==> src/include/identity_word_pkg.sv <==
// Package with the identity map, field layouts and checksum constants.
`default_nettype none
package identity_word_pkg;
    localparam logic [23:0] identity_word_addr = 24'hff0000;
    localparam logic [23:0] stepping_word_addr = 24'hff0002;
    localparam int family_lsb = 8;
    localparam int part_lsb = 0;
    localparam int stepping_lsb = 0;
    localparam int stepping_width = 4;
    localparam logic [23:0] last_code_small = 24'h0057f7;
    localparam logic [23:0] last_code_large = 24'h00abf7;
    localparam logic [15:0] cw1_mask = 16'h7fff;
    localparam logic [15:0] cw_mask = 16'hffff;
    localparam logic [15:0] reset_read_data = 16'h0000;
    localparam logic [15:0] reset_sum = 16'h0000;

    typedef struct packed {
        logic valid;
        logic [23:0] addr;
    } read_req_s;

    typedef struct packed {
        logic valid;
        logic [15:0] data;
        logic hit;
    } read_rsp_s;
endpackage
`default_nettype wire

==> src/rtl/device_id_and_checksum.sv <==
// Identity words and program-image checksum accumulator.
`default_nettype none
module device_id_and_checksum #(
    parameter logic [7:0] family_code = 8'h5a, // Value is arbitrary.
    parameter logic [7:0] part_code = 8'h3c, // Value is arbitrary.
    parameter logic [3:0] stepping_code = 4'h1, // Value is arbitrary.
    parameter bit large_part = 1'b0
) (
    input wire logic clk_sys,
    input wire logic rstn,
    input wire identity_word_pkg::read_req_s code_read_command,
    output identity_word_pkg::read_rsp_s read_rsp,
    input wire logic read_protect,
    input wire logic sum_clear,
    input wire logic code_word_valid,
    input wire logic [23:0] code_word_addr,
    input wire logic [23:0] code_word_data,
    output logic [23:0] last_code_addr,
    output logic [15:0] checksum
);
    // ----------------------------------------------------------------
    // Elaboration checks
    // ----------------------------------------------------------------
    // The stepping field must fit the low nibble that the second word exposes.
    if (identity_word_pkg::stepping_width != 4) begin : g_bad_stepping
        $error("stepping field width must be four bits");
    end
    // The family and part fields must fill the high and low bytes exactly.
    if (identity_word_pkg::family_lsb != 8 || identity_word_pkg::part_lsb != 0) begin : g_bad_layout
        $error("identity fields must fill the high and low bytes");
    end

    // ----------------------------------------------------------------
    // Identity words
    // ----------------------------------------------------------------
    logic [15:0] identity_word;
    logic [15:0] stepping_word;
    identity_word_pkg::read_rsp_s read_rsp_q;

    assign identity_word = {family_code, part_code};
    assign stepping_word = {12'h000, stepping_code};

    // Protection is deliberately not consulted: identity stays visible.
    always_ff @(posedge clk_sys) begin
        if (!rstn) begin
            read_rsp_q <= '{valid: 1'b0, data: identity_word_pkg::reset_read_data, hit: 1'b0};
        end else begin
            read_rsp_q.valid <= code_read_command.valid;
            if (code_read_command.valid &&
                code_read_command.addr == identity_word_pkg::identity_word_addr) begin
                read_rsp_q.data <= identity_word;
                read_rsp_q.hit <= 1'b1;
            end else if (code_read_command.valid &&
                         code_read_command.addr == identity_word_pkg::stepping_word_addr) begin
                read_rsp_q.data <= stepping_word;
                read_rsp_q.hit <= 1'b1;
            end else if (code_read_command.valid) begin
                read_rsp_q.data <= identity_word_pkg::reset_read_data;
                read_rsp_q.hit <= 1'b0;
            end
        end
    end
    assign read_rsp = read_rsp_q;

    // ----------------------------------------------------------------
    // Checksum accumulation
    // ----------------------------------------------------------------
    logic [23:0] last_addr;
    logic is_code;
    logic is_cw1;
    logic is_cw;
    logic [15:0] cw_masked;
    logic [15:0] add_d;
    logic [15:0] sum_q;

    assign last_addr = large_part ? identity_word_pkg::last_code_large : identity_word_pkg::last_code_small;
    assign last_code_addr = last_addr;
    assign is_code = code_word_addr <= last_addr;
    assign is_cw1 = code_word_addr == last_addr;
    // Configuration slots lie inside the code range, so they count twice:
    // once as three code bytes and once as their masked lower two bytes.
    assign is_cw = is_cw1 || code_word_addr == last_addr - 24'd2 ||
                   code_word_addr == last_addr - 24'd4 ||
                   code_word_addr == last_addr - 24'd6;
    assign cw_masked = code_word_data[15:0] &
                       (is_cw1 ? identity_word_pkg::cw1_mask : identity_word_pkg::cw_mask);

    always_comb begin
        add_d = 16'h0000;
        if (is_code) begin
            add_d = add_d + {8'h00, code_word_data[7:0]} + {8'h00, code_word_data[15:8]}
                    + {8'h00, code_word_data[23:16]};
        end
        if (is_cw) begin
            add_d = add_d + {8'h00, cw_masked[7:0]} + {8'h00, cw_masked[15:8]};
        end
    end

    always_ff @(posedge clk_sys) begin
        if (!rstn || sum_clear) begin
            sum_q <= identity_word_pkg::reset_sum;
        end else if (code_word_valid) begin
            sum_q <= sum_q + add_d;
        end
    end
    assign checksum = read_protect ? 16'h0000 : sum_q;
endmodule // device_id_and_checksum
`default_nettype wire

==> config.mk <==
export PLATFORM = sky130hd
export DESIGN_NAME = device_id_and_checksum
export DESIGN_NICKNAME = d
export VERILOG_FILES = /design/src/include/identity_word_pkg.sv /design/src/rtl/device_id_and_checksum.sv
export SDC_FILE = /design/constraint.sdc
export NUM_CORES = 1
export LEC_CHECK = 0
export BUFFER_PORTS_ARGS = -buffer_cell sky130_fd_sc_hd__buf_2
export CORE_MARGIN = 8
export CORE_UTILIZATION = 49
export DETAILED_ROUTE_END_ITERATION = 8
export GPL_ROUTABILITY_DRIVEN = 0
export HOLD_SLACK_MARGIN = 0.02
export PLACE_DENSITY = 0.87
export SYNTH_ARGS = -nofsm -noshare
export SYNTH_HDL_FRONTEND = slang
export SYNTH_SLANG_ARGS = --single-unit
==> constraint.sdc <==
create_clock -name clk_sys -period 5.45 [get_ports clk_sys]
set_input_delay 0.545 -clock clk_sys [delete_from_list [all_inputs] [get_ports clk_sys]]
set_output_delay 0.545 -clock clk_sys [all_outputs]
set_load 0.01 [all_outputs]
==> impl_metrics.ini <==
[status]
status = finished clean

[worst_setup_path]
crit_required_ps = 5630
setup.worst_path.start_class = input pin
end_kind = register
path_class = in -> reg
arrival_ps = 5390
path_max_fanout = 5

[flow_run]
drv_cap = 0

[grt]
use_met3_pct = 5.036
top_usage_layer = met2
gr-usage-met2_pct = 31.21
grt_pass1_vias = 2891
antenna_found_initial = 0
grt_pass1_wl_um = 12820
grtUsageTotal_pct = 17.45
grt_util_met1_pct = 20.08
grt.overflow.total = 0
grt_max_degree = 21

[synthesis]
synth_cell_type_count = 56
ys_warn_count = 0
synth_enable_flop_cells = 0
synth.area.top_cells = dfxtp_1 (13%), fa_1 (13%), ha_1 (11%), buf_4 (9.5%), nor2b_1 (5.0%)
synth_cells = 354
synth_common_cells = buf_4 (38), ha_1 (27), nor2b_1 (24), nor2_1 (22), inv_1 (21)
synth.most_common_cell = buf_4
synth_seq_cells = 20
synthesis.area_mm2 = 0.002988
ys_async_sr_fraction_pct = 0
ys_seq_area_share_pct = 13.40
syn_avg_cell_area_um2 = 8.440
synth_ff_type = dfxtp_1
yosysTopAreaCell = dfxtp_1
synth_top_area_share_pct = 13.40

[sta]
finalMaxSlewViolations = 0
setup_viol_count_final = 0
fmax_mhz = 191.9
fin_crit_sh_pct = 95.60
relSlewSlack_pct = 63.87
finClkSkew_ps = 2.626
grt_setup_unrepaired = no
setup_ws_ps = 239.7
period_minus_slack_ps = 5210
worst_pin_slew_ps = 538.3
finalHoldViolCount = 0

[worst_hold_path]
hold_path_class = reg -> reg

[floorplan]
initial_utilization_pct = 50.46
die_h_um = 94.09
core_area_mm2 = 0.005921
die_area_mm2 = 0.008852
die_w_um = 94.09
rows = 28
io_pins = 136

[final_layout]
diodes = 0
fillers = 521
stdcell_area_mm2 = 0.003516
nNetsFinal = 577
synthToLayoutAreaGrowth_pct = 17.67
drive_above_1_share_pct = 29.93

[cts]
cts_setup_buffers = 0
cts_buffers = 3
post_cts_resized = 0
cts-root-buf = clkbuf_8
ctsHoldBuffers = 0
clock_sinks = 20
htreeDepth = 1
cts_tree = built
clkTransAtPathRegs_ps = 70
insertion_delay_ps = 260
clock_path_buffers = 2

[power]
ir_worst_vdd_mv = 0.1005
p_leak_nw = 1.825
power.density_mw_per_mm2 = 127.5

[placement]
place_hpwl_um = 6845
pre_cts_ws_ps = -210.3
postPlaceCellArea_mm2 = 0.003440
io_buffer_count = 104

[detailed_routing]
finalWirelength_um = 7958
initialDrtViolationCount = 52
wl_per_cell_um = 15.13
drc_errors = 0
dr.pass1.iters = 6
postRouteAntennaNets = 0
num_vias = 2842
avgViaCountPerCell = 5.403
[stage by stage]
stage          TNS (ps)  std cells  hold WS (ps)  util [%]  total power, mW
5_1_grt               0        526         510.6     59.38           0.4841
3_5_place_dp      -1034        523         475.2     58.09           0.3427
3_3_place_gp          0        523         458.8     58.09           0.3312
2_1_floorplan         0        383         441.4         -           0.2943
6_report              0        526         488.3     59.38           0.4483
4_1_cts               0        526         487.0     58.79           0.4412
[registers in the layout, indices dropped and copies added (netlist names)]
| signal | count |
|---|---|
| read_rsp | 4 |
| sum_q | 16 |
[worst paths after layout]
path / from / endpoint / slack (ps) / depth (start not counted)
max reg2reg: sum_q[0] / sum_q[6] / 3210 / 7
max: code_word_data[1] / sum_q[10] / 240 / 21
min reg2reg: sum_q[14] / sum_q[14] / 490 / 2
min: sum_q[14] / sum_q[14] / 490 / 2
[cells in the final DEF (no fill, tap or decap), drive strengths merged, types with 2 or more instances in the layout]
cell / count
inv: 21
a31oi: 2
a21o: 7
a211oi: 7
o21a: 7
nand2: 15
buf: 109
o31a: 2
ha: 27
xnor2: 5
o31ai: 2
xor2: 9
a211o: 2
nand2b: 10
conb: 31
and3: 3
and2: 2
dfxtp: 20
nand4: 5
o2111ai: 3
and2b: 2
nand3: 8
clkbuf: 3
nor2: 22
and4b: 2
nor2b: 24
a21oi: 15
or4: 3
fa: 19
o211ai: 5
mux2: 6
nor4: 6
a311o: 2
or2: 3
nor3: 4
mux2i: 10
and4: 2
o21ai: 14
[worst max-delay path: stages]
cell	delay, ps
buf_2	110
inv_1	60
fa_1	520
inv_1	40
ha_1	200
inv_1	70
fa_1	420
nor2_2	170
fa_1	500
fa_1	470
a211oi_1	320
o21ai_1	140
a21oi_1	190
xor2_1	170
mux2i_1	100
ha_1	360
nand2_1	80
o21ai_1	170
o21ai_2	130
or4_1	500
o211ai_1	120
[power breakdown]
part	leakage, nW	internal (mW)	total (mW)	switching [mW]
sequential	0.162	0.147	0.148	0.000758
combinational	1.64	0.0888	0.201	0.113
clock	0.0216	0.0493	0.0990	0.0496
total	1.83	0.285	0.448	0.163
[layer usage]
metal  up-vias  wire length, um
met2       122             3883
met3         5              792
met5         -                0
met4         0               53
met1      1323             3229
li1       1392                -
[layout make-up]
class | count | area (um2) | share of cell area, %
repair buffers | 109 | 558.0 | 15.87
inverters | 21 | 78.83 | 2.242
well taps | 75 | 93.84 | 2.669
flip-flops and latches | 20 | 400.4 | 11.39
clock buffers | 3 | 41.29 | 1.174
multi-input cells | 298 | 2344 | 66.65
[cells by family (layout without fill, tap and decap cells)]
family,count (synthesis),count (layout),share of synthesized area [%]
multiplexers,16,16,5.611
AND/OR/NAND/NOR,114,114,21.48
other,2,31,0.2513
buffers and inverters,65,133,12.98
adder cells (fa/ha/maj),46,46,24.04
AO/OA/AOI/OAI,77,77,18.13
flip-flops,20,20,13.40
XOR/XNOR,14,14,4.104
(Power assumes the default switching activity.)
